## src/inc/sdl_consts.svh

```systemverilog
// constants of the serial dac load interface
`ifndef SDL_CONSTS_SVH
`define SDL_CONSTS_SVH
`define SDL_WORD_BITS 16
`define SDL_CNT_BITS 5
`define SDL_FIFO_DEPTH 4
`define SDL_CLK_PERIOD_PS 5000
`define SDL_LOAD_MIN_NS 100
`define SDL_WORD_ZERO 16'h0000
`define SDL_CNT_ZERO 5'h00
`define SDL_CNT_ONE 5'h01
`define SDL_PIN_RESET 4'h3
`endif

```

## src/inc/sdl_pkg.sv

```systemverilog
// types of the serial dac load interface
`default_nettype none
package sdl_pkg;
  typedef logic [15:0] sdl_word_t;
  // frame tracking states, gray coded
  typedef enum logic [1:0] {
    SDL_IDLE = 2'b00,
    SDL_SHIFT = 2'b01,
    SDL_DONE = 2'b11
  } sdl_state_e;
endpackage
`default_nettype wire

```

## src/inc/sdl_stream_if.sv

```systemverilog
// word stream carrier from the shifter into the fifo and from the fifo to the latch
`default_nettype none
interface sdl_stream_if #(parameter int WIDTH = 16);
  logic valid;
  logic ready;
  logic [WIDTH-1:0] data;
  modport src (output valid, output data, input ready);
  modport snk (input valid, input data, output ready);
endinterface
`default_nettype wire

```

## src/hdl/sdl_fifo.sv

```systemverilog
// small word fifo with valid/ready on both sides
`default_nettype none
module sdl_fifo #(
  parameter int WIDTH = 16,
  parameter int DEPTH = 4
) (
  // clock and reset
  input wire logic clk,
  input wire logic rst,
  // fill side
  sdl_stream_if.snk in_s,
  // drain side
  sdl_stream_if.src out_s
);
  localparam int AW = $clog2(DEPTH);
  logic [WIDTH-1:0] mem [DEPTH];
  logic [AW-1:0] wr_q;
  logic [AW-1:0] rd_q;
  logic [AW:0] cnt_q;
  logic push;
  logic pop;

  // honest full and empty from the occupancy count
  assign in_s.ready = (cnt_q != DEPTH[AW:0]);
  assign out_s.valid = (cnt_q != '0);
  assign out_s.data = mem[rd_q];
  assign push = in_s.valid && in_s.ready;
  assign pop = out_s.valid && out_s.ready;

  // storage write
  always_ff @(posedge clk) begin
    if (push) begin
      mem[wr_q] <= in_s.data;
    end
  end

  // pointers and count
  always_ff @(posedge clk) begin
    if (rst) begin
      wr_q <= '0;
      rd_q <= '0;
      cnt_q <= '0;
    end else begin
      if (push) begin
        wr_q <= (wr_q == AW'(DEPTH - 1)) ? '0 : wr_q + 1'b1;
      end
      if (pop) begin
        rd_q <= (rd_q == AW'(DEPTH - 1)) ? '0 : rd_q + 1'b1;
      end
      cnt_q <= cnt_q + (AW+1)'(push) - (AW+1)'(pop);
    end
  end
endmodule
`default_nettype wire

```

## src/hdl/sdl_top.sv

```systemverilog
// serial load interface of a 16-bit dac, device side
`default_nettype none
`include "sdl_consts.svh"

// ****************************************
// serial dac load interface
// ****************************************
module sdl_top
  import sdl_pkg::*;
#(
  parameter int WORD_BITS = `SDL_WORD_BITS,
  parameter int FIFO_DEPTH = `SDL_FIFO_DEPTH
) (
  // clock and reset
  input wire logic REF_CLK,
  input wire logic RST,
  // serial link pins
  input wire logic SER_CLK,
  input wire logic SER_DATA_IN,
  input wire logic FRAME_SYNC_N,
  input wire logic LATCH_LOAD_N,
  input wire logic CHAIN_ENABLE,
  output logic CHAIN_DATA_OUT,
  // dac latch side
  output logic [WORD_BITS-1:0] DAC_LATCH,
  output logic DAC_UPDATE,
  output logic FRAME_ACTIVE
);
  // shortest strobe the device is sure to see, in ref clock cycles
  localparam int LOAD_MIN_CYC = (`SDL_LOAD_MIN_NS * 1000) / `SDL_CLK_PERIOD_PS;

  // ****************************************
  // pin synchronisers
  // ****************************************
  logic [3:0] meta_q;
  logic [3:0] sync_q;
  logic sclk_old_q;
  logic load_old_q;
  logic sclk_fall;
  logic load_fall;
  logic sync_n;
  logic ser_data_in;
  logic chain_en;

  // two flops on every pin before any logic looks at it
  always_ff @(posedge REF_CLK) begin
    if (RST) begin
      // strobe bit resets low: a strobe held low gives no false edge
      meta_q <= `SDL_PIN_RESET;
      sync_q <= `SDL_PIN_RESET;
    end else begin
      meta_q <= {SER_DATA_IN, LATCH_LOAD_N, FRAME_SYNC_N, SER_CLK};
      sync_q <= meta_q;
    end
  end

  // edge history of serial clock and load strobe
  always_ff @(posedge REF_CLK) begin
    if (RST) begin
      sclk_old_q <= 1'b1;
      load_old_q <= 1'b0;
    end else begin
      sclk_old_q <= sync_q[0];
      load_old_q <= sync_q[2];
    end
  end

  // chain enable is a strap, two flops like the rest
  logic chain_meta_q;
  logic chain_q;
  always_ff @(posedge REF_CLK) begin
    if (RST) begin
      chain_meta_q <= 1'b0;
      chain_q <= 1'b0;
    end else begin
      chain_meta_q <= CHAIN_ENABLE;
      chain_q <= chain_meta_q;
    end
  end

  assign sync_n = sync_q[1];
  assign ser_data_in = sync_q[3];
  assign chain_en = chain_q;
  assign sclk_fall = sclk_old_q && !sync_q[0];
  // falling strobe edge; strobe glitches shorter than one ref clock cycle may be lost
  assign load_fall = load_old_q && !sync_q[2];

  // ****************************************
  // frame tracking and shifter
  // ****************************************
  sdl_state_e state_q;
  logic [WORD_BITS-1:0] shift_q;
  logic [`SDL_CNT_BITS-1:0] cnt_q;
  logic word_done;
  logic take_bit;

  // a bit is only taken while the frame is open
  assign take_bit = sclk_fall && !sync_n;
  assign word_done = take_bit && (cnt_q == `SDL_CNT_BITS'(WORD_BITS - 1));

  // frame state follows sync; after sixteen bits stay in done until sync rises, chained or not
  always_ff @(posedge REF_CLK) begin
    if (RST) begin
      state_q <= SDL_IDLE;
    end else begin
      case (state_q)
        SDL_IDLE: begin
          if (!sync_n) begin
            state_q <= SDL_SHIFT;
          end
        end
        SDL_SHIFT: begin
          if (sync_n) begin
            state_q <= SDL_IDLE;
          end else if (word_done) begin
            state_q <= SDL_DONE;
          end
        end
        SDL_DONE: begin
          if (sync_n) begin
            state_q <= SDL_IDLE;
          end
        end
        default: begin
          state_q <= SDL_IDLE;
        end
      endcase
    end
  end

  // bit counter wraps per word so chained frames count each word
  always_ff @(posedge REF_CLK) begin
    if (RST) begin
      cnt_q <= `SDL_CNT_ZERO;
    end else if (sync_n) begin
      cnt_q <= `SDL_CNT_ZERO;
    end else if (take_bit) begin
      cnt_q <= word_done ? `SDL_CNT_ZERO : cnt_q + `SDL_CNT_ONE;
    end
  end

  // shift toward msb, new bit at lsb; msb first on the wire
  always_ff @(posedge REF_CLK) begin
    if (RST) begin
      shift_q <= `SDL_WORD_ZERO;
    end else if (take_bit && (state_q != SDL_DONE || chain_en)) begin
      shift_q <= {shift_q[WORD_BITS-2:0], ser_data_in};
    end
  end

  // chained data ripples out of the top of the register
  always_ff @(posedge REF_CLK) begin
    if (RST) begin
      CHAIN_DATA_OUT <= 1'b0;
    end else if (chain_en) begin
      CHAIN_DATA_OUT <= shift_q[WORD_BITS-1];
    end else begin
      CHAIN_DATA_OUT <= 1'b0;
    end
  end

  // ****************************************
  // word fifo toward the dac latch
  // ****************************************
  sdl_stream_if #(.WIDTH(WORD_BITS)) fill_s ();
  sdl_stream_if #(.WIDTH(WORD_BITS)) drain_s ();
  logic auto_req;
  logic auto_take;
  logic strobe_req_q;
  logic pend_q;
  logic stage_ready;

  // automatic mode: latch strobe low throughout, word pushed at 16th edge
  // a long frame must not push a second word once the first is done
  assign auto_req = word_done && !sync_q[2] && !chain_en && (state_q != SDL_DONE);
  assign fill_s.valid = auto_req;
  assign fill_s.data = {shift_q[WORD_BITS-2:0], ser_data_in};
  assign auto_take = auto_req && fill_s.ready;

  // strobe mode: falling strobe marks the held word pending; a non-empty fifo keeps it pending
  always_ff @(posedge REF_CLK) begin
    if (RST) begin
      pend_q <= 1'b0;
    end else if (load_fall && !auto_req) begin
      pend_q <= 1'b1;
    end else if (pend_q && stage_ready) begin
      pend_q <= 1'b0;
    end
  end

  // a second path into the latch: the strobe path bypasses the fifo but waits until it is empty
  assign stage_ready = !drain_s.valid;

  sdl_fifo #(
    .WIDTH(WORD_BITS),
    .DEPTH(FIFO_DEPTH)
  ) u_fifo (
    .clk(REF_CLK),
    .rst(RST),
    .in_s(fill_s),
    .out_s(drain_s)
  );

  // latch drains one word per cycle; strobe updates win only when fifo empty
  assign drain_s.ready = 1'b1;
  always_ff @(posedge REF_CLK) begin
    if (RST) begin
      DAC_LATCH <= `SDL_WORD_ZERO;
      DAC_UPDATE <= 1'b0;
      strobe_req_q <= 1'b0;
    end else begin
      strobe_req_q <= 1'b0;
      DAC_UPDATE <= 1'b0;
      if (drain_s.valid) begin
        DAC_LATCH <= drain_s.data;
        DAC_UPDATE <= 1'b1;
      end else if (pend_q) begin
        DAC_LATCH <= shift_q;
        DAC_UPDATE <= 1'b1;
        strobe_req_q <= 1'b1;
      end
    end
  end

  // frame indicator for the user side
  always_ff @(posedge REF_CLK) begin
    if (RST) begin
      FRAME_ACTIVE <= 1'b0;
    end else begin
      FRAME_ACTIVE <= (state_q != SDL_IDLE);
    end
  end

  // strobe shorter than this many cycles is not guaranteed to be seen
  logic unused_ok;
  assign unused_ok = auto_take | strobe_req_q | (LOAD_MIN_CYC == 0);
endmodule
`default_nettype wire

```

## config.mk

```make
export PLATFORM = sky130hd
export DESIGN_NAME = sdl_top
export DESIGN_NICKNAME = d
export VERILOG_FILES = /design/src/inc/sdl_pkg.sv /design/src/inc/sdl_stream_if.sv /design/src/hdl/sdl_fifo.sv /design/src/hdl/sdl_top.sv
export VERILOG_INCLUDE_DIRS = /design/src /design/src/inc
export SDC_FILE = /design/constraint.sdc
export NUM_CORES = 1
export LEC_CHECK = 0
export ABC_AREA = 0
export BUFFER_PORTS_ARGS = -buffer_cell sky130_fd_sc_hd__buf_2
export CAP_MARGIN = 20
export CORE_MARGIN = 3
export CORE_UTILIZATION = 25
export DETAILED_ROUTE_END_ITERATION = 12
export GPL_TIMING_DRIVEN = 0
export SETUP_SLACK_MARGIN = 0.05
export SLEW_MARGIN = 10
export SYNTH_ARGS = -nofsm -noshare
export SYNTH_HDL_FRONTEND = slang
export SYNTH_SLANG_ARGS = --single-unit
export TNS_END_PERCENT = 100
```

## constraint.sdc

```tcl
create_clock -name REF_CLK -period 2.1 [get_ports REF_CLK]
set_input_delay 0.105 -clock REF_CLK [delete_from_list [all_inputs] [get_ports REF_CLK]]
set_output_delay 0.105 -clock REF_CLK [all_outputs]
set_load 0.005 [all_outputs]
```

# Word level (Yosys, flattened, before mapping)
# Memory sizes are Yosys's and may differ from the RTL's. A register that Yosys moved wholly into a read port is not among the register bits.
# Index checks and enable logic that the tools add are counted.
[word_totals] reg_bits=62 ram_bits=64 inputBits=7 elab_cells=78 mem_count=1
[classes] addsub=5 eq_ne=10 mux=18 bitwise_logic=1 n_reduce_logical=26
[memory_table] name="u_fifo.mem" depth=4 word_bits=16 read_ports=1 rd_clocked_by_memory_dff=1 wr=1 line="sdl_fifo.sv:16" source="logic [WIDTH-1:0] mem [DEPTH];"
[op_table] cell="$mux W16" n=2
[op_table] cell="$mux W2" n=8
[op_table] cell="$logic_and A1 B1 Y1" n=11
[op_table] cell="$eq A2 B2 Y1 const B" n=3
[op_table] cell="$logic_not A1 Y1" n=6
[op_table] cell="$mux W1" n=6
[op_table] cell="$ne A2 B2 Y1 const B" n=3
[op_table] cell="$ne A3 B3 Y1 const B" n=2
[op_table] cell="$pmux W2 S3" n=1
[op_table] cell="$reduce_bool A2 Y1" n=3
[op_table] cell="$add A5 B1 Y5 const B" n=1
[op_table] cell="$eq A5 B4 Y1 const B" n=1
[op_table] cell="$mux W5" n=1
[op_table] cell="$add A2 B1 Y2 const B" n=2
[op_table] cell="$reduce_or A2 Y1" n=2
[op_table] cell="$add A3 B1 Y3" n=1
[op_table] cell="$reduce_and A3 Y1" n=1
[op_table] cell="$reduce_bool A3 Y1" n=1
[op_table] cell="$sub A3 B1 Y3" n=1
[op_table] cell="$eq A2 B1 Y1 const B" n=1
[op_table] cell="$logic_not A2 Y1" n=1
[op_table] cell="$logic_or A1 B1 Y1" n=1
[op_table] cell="$not A1 Y1" n=1

# Depth between registers and ports, before layout
[depth] depth_word=10 mapped_depth=10 ltp_nobuf=10

# Cells and area by module
# A second synthesis with hierarchy kept.
[hier_totals] hier_cells=332 area_unflattened_um2=4957.3
[by_module_without_submodules] mod="sdl_fifo" n_inst=1 cells_per_inst=133 area_per_inst_um2=2786.4 seq_area_each_um2=2102.0
[by_module_without_submodules] mod="sdl_top" n_inst=1 cells_per_inst=199 area_per_inst_um2=2170.8 seq_area_each_um2=1101.1

# Least setup slack after synthesis
# OpenSTA, ideal clock, no wires.
[synth_timing] path_kind="register to register" start="register u_fifo.cnt_q[1]" end="register u_fifo.cnt_q[2]" t_arrival_ns=2.022 required_time_ns=1.972 path_slack_ns=-0.050 stages_incl_launch_ff=10 n_path_buf=0 path_cell_list="dfxtp_1 -> nor3_2 -> inv_1 -> ha_1 -> inv_1 -> ha_1 -> fa_1 -> xnor2_1 -> xnor2_1 -> nor2_1"
[synth_between] elab_chain_cells=4 word_cells_on_any_way=5 cone_classes="2 x add/sub; 1 x eq/ne; 2 x reduce/logical"
[synth_rtl] element="start, declared" line="sdl_fifo.sv:19" source="logic [AW:0] cnt_q;"
[synth_rtl] element="start signal, assigned" line="sdl_fifo.sv:50" source="cnt_q <= cnt_q + (AW+1)'(push) - (AW+1)'(pop);"
[synth_rtl] element="$ne A3 B3 Y1" line="sdl_fifo.sv:24" source="assign in_s.ready = (cnt_q != DEPTH[AW:0]);"
[synth_rtl] element="$logic_and A1 B1 Y1" line="sdl_fifo.sv:27" source="assign push = in_s.valid && in_s.ready;"
[synth_rtl] element="$add A3 B1 Y3" line="sdl_fifo.sv:50"
[synth_rtl] element="$sub A3 B1 Y3 (*)" line="sdl_fifo.sv:50"
# Mark *: on every way between the ends. The rest lies on a longest branch, timed or not.
# A chain may end at the register's enable or synchronous reset.

# Worst setup path in the final report
[layout_timing] start="register cnt_q[1]" end="register u_fifo.cnt_q[1]"
[layout_between] elab_chain_cells=8
[layout_rtl] element="start, declared" line="sdl_top.sv:93" source="logic [`SDL_CNT_BITS-1:0] cnt_q;"
[layout_rtl] element="start signal, assigned" line="sdl_top.sv:134" source="cnt_q <= `SDL_CNT_ZERO;"
[layout_rtl] element="start signal, assigned" line="sdl_top.sv:136" source="cnt_q <= `SDL_CNT_ZERO;"
[layout_rtl] element="start signal, assigned" line="sdl_top.sv:138" source="cnt_q <= word_done ? `SDL_CNT_ZERO : cnt_q + `SDL_CNT_ONE;"
[layout_rtl] element="$eq A5 B4 Y1" line="sdl_top.sv:99" source="assign word_done = take_bit && (cnt_q == `SDL_CNT_BITS'(WORD_BITS - 1));"
[layout_rtl] element="$logic_and A1 B1 Y1" line="sdl_top.sv:99"
[layout_rtl] element="$logic_and A1 B1 Y1 (3 in series)" line="sdl_top.sv:175" source="assign auto_req = word_done && !sync_q[2] && !chain_en && (state_q != SDL_DONE);"
[layout_rtl] element="$logic_and A1 B1 Y1" line="sdl_fifo.sv:27"
[layout_rtl] element="via u_fifo.push" line="sdl_fifo.sv:20" source="logic push;"
[layout_rtl] element="$add A3 B1 Y3" line="sdl_fifo.sv:50"
[layout_rtl] element="$sub A3 B1 Y3" line="sdl_fifo.sv:50"
# The timed path passes the listed nets, and every way through them passes these cells.

==> results.cfg <==
[run_status]
outcome = complete, but fails checks
violations = setup timing

[global_routing]
antenna_found_initial = 0
grt_max_degree = 17
grt_pass1_vias = 3124
track_usage = 0.1045
grt_first_pass_wirelength_um = 17240
grt_overflow = 0

[power]
comb_power_share = 0.200
p_int_uw = 5807
ir_drop_uv = 571.2
swShare = 0.2538
clkPwrFrac = 0.417
p_switching_uw = 1975
pwr-share-seq = 0.383
total_leakage_power_uw = 0.002123
power.density_nw_per_um2 = 1255

[floorplan]
core_um2 = 18960
die_y_um = 145.7
die-area_um2 = 21230
die_w_um = 145.7
initial_core_util = 0.2574
num_rows = 50
io_pins = 26

[clock_network]
cts.clk_slew.worst_paths_ps = 50
cts_sinks = 128
clockBufferDepth = 2
cts_buffers = 17
htreeDepth = 4
worstSkewPairLatency_ps = 420
tritoncts = yes
cts_root_buf = clkbuf_16

[detailed_routing]
drt-total-wl_um = 10620
drtIter0Drc = 224
vias = 3059
drt_first_pass_iters = 5
postRouteAntennaNets = 0
post_drt_wl_per_cell_um = 15.48
drc = 0
viasPerCell = 4.459

[placement]
place_area_um2 = 5381
hpwl_um = 6749
gp_congestion = 0.7698
dp.cells = 641
portBuffers = 25

[synthesis]
synthArstFlopShare = 0
synthMuxAreaShare = 0.1067
yosys_warnings = 0
yosysSeqAreaShare = 0.6564
synthCells = 356
synth-simple-area-share = 0.09564
synth_nets = 373
yosys_register_bits = 128
yosysTopAreaCellShare = 0.3938
syn_avg_cell_area_um2 = 13.71
synth-xor-area-share = 0.005385
yosys-top-cells-area = edfxtp_1 39%, dfxtp_1 26%, mux4_2 7.4%
yosysTopAreaCell = edfxtp_1
synth.distinct_cells = 39
netlist_area_um2 = 4880
synthTopCellsByCount = 64 x dfxtp_1, 64 x edfxtp_1, 26 x nor2_1
synth_edf_count = 64
synth_ff_type = edfxtp_1
synth_compound_area_frac = 0.07923
synth_top_family_by_area = multiplexers
synth_adder_area_share = 0.02718

[hold_path]
min_path_type = in -> reg

[sta]
finalSetupViolCount = 34
hold_viol_final = 0
fin_ws_ps = -67.23
rsz0062_at_grt = true
final.min_clock_period_ps = 2167
slew_violations = 0
slew_headroom = 0.5035
fmax_mhz = 461.4
tightestPinTransition_ps = 726.0
fin_skew_ps = 10.44
fin_crit_sh = 1.032

[run]
maxCapViolations = 0

[final_layout]
nets = 430
fillCellCount = 1859
post-route-cell-area_um2 = 6201
multi_input_area_um2 = 1603
seq_area_um2 = 3211
syn_to_final_growth_pct = 27.08
antenna_cells = 0
layout.cells.non_filler = 686
layout-drive-gt1-share = 0.2559

[worst_setup_path]
worstPathRequired_ps = 2390
worstSetupStartpointType = flip-flop
criticalPathCategory = reg -> reg
cp_max_fo = 6
worst_setup_path_end_kind = flip-flop
crit_arrival_ps = 2450
what timing repair did:
item | 4_1_cts | 5_1_grt
endpoints found under the hold margin | 5 | 0
hold buffers | 5 | 0
setup buffers | 4 | 4
endpoints found under the setup margin | 66 | 66
pin swaps | 8 | 7
gates resized for setup | 7 | 4
gates cloned | 0 | 0
metrics by stage:
step | hold WS [ps] | setup WS, ps | utilization | total power (uW) | setup TNS [ps]
3_5_place_dp | 297.3 | -488.7 | 0.2839 | 4583 | -29910
6_report | 66.69 | -67.23 | 0.3271 | 7782 | -1390
4_1_cts | 40.93 | -83.41 | 0.3236 | 7864 | -2301
2_1_floorplan | 208.8 | 39.07 | - | 4080 | 0
5_1_grt | 74.81 | -160.2 | 0.3271 | 8161 | -5140
3_3_place_gp | 290.9 | -423.5 | 0.2839 | 4542 | -26750
sequential cells by signal, summed over array words and instances, names as in the netlist, 2 cells and up, named ones only:
name,flops
cnt_q,5
u_fifo.rd_q,2
shift_q,16
sync_q,4
state_q,2
meta_q,4
u_fifo.wr_q,2
u_fifo.cnt_q,3
DAC_LATCH,16
u_fifo.mem,64
critical path: stages, from the launching register on:
cell and delay (ps):
dfxtp_4 360, ha_4 130, and3_4 190, ha_4 130, nand3b_1 140, nor3_4 290
ha_2 240, fa_2 420, nor2b_4 130
cell families after synthesis:
logic type | count (synthesis)
buffers and inverters | 31
AOI/OAI and AO/OA | 65
DFF | 128
xor gates and xnor gates | 3
and+or+nand+nor | 87
adders and majority gates | 10
muxes | 32
per-layer routing:
metal  routed length [um]  vias up  share of wire  GRT usage
li1                     -     1440              -          -
met1                 4610     1531           0.43     0.1248
met2                 5257       75           0.50     0.1777
met3                  595       13          0.056    0.03457
met4                  153        0          0.014    0.03466
met5                    0        -              0          0
area by class of cell:
| cell class | instances | area share |
|---|---|---|
| sequential | 128 | 0.5178 |
| multi-input combinational | 197 | 0.2585 |
| clock buffer | 23 | 0.07728 |
| tap | 260 | 0.05246 |
| timing repair buffer | 38 | 0.04197 |
| clock inverter | 9 | 0.02885 |
| buffer | 21 | 0.01715 |
| inverter | 10 | 0.006053 |
cell usage in the layout, fill, tap and decap left out, types with 10 or more instances in the layout:
| master | instances |
|---|---|
| mux4_2 | 16 |
| buf_2 | 31 |
| a211oi_1 | 17 |
| inv_1 | 10 |
| a21oi_1 | 23 |
| o21ai_0 | 19 |
| nor2_1 | 26 |
| nand3_1 | 17 |
| dfxtp_1 | 62 |
| clkbuf_1 | 14 |
| clkbuf_16 | 18 |
| edfxtp_1 | 64 |
| nor2b_1 | 10 |
| mux2i_1 | 16 |
worst paths after layout:
kind | startpoint | end | slack [ps] | depth (start not counted)
min | RST | state_q[0] | 70 | 3
max reg2reg | cnt_q[1] | u_fifo.cnt_q[1] | -70 | 8
min reg2reg | meta_q[0] | sync_q[0] | 420 | 1
max | cnt_q[1] | u_fifo.cnt_q[1] | -70 | 8
power groups by stage:
stage | sequential (uW) | combinational [uW] | clock (uW)
2_1_floorplan | 3030 | 1050 | 0
3_5_place_dp | 3040 | 1540 | 0
5_1_grt | 3010 | 1740 | 3410
6_report | 2980 | 1560 | 3240
3_3_place_gp | 3040 | 1500 | 0
4_1_cts | 2990 | 1580 | 3290
Note: power is estimated with default switching activity, not from simulation.
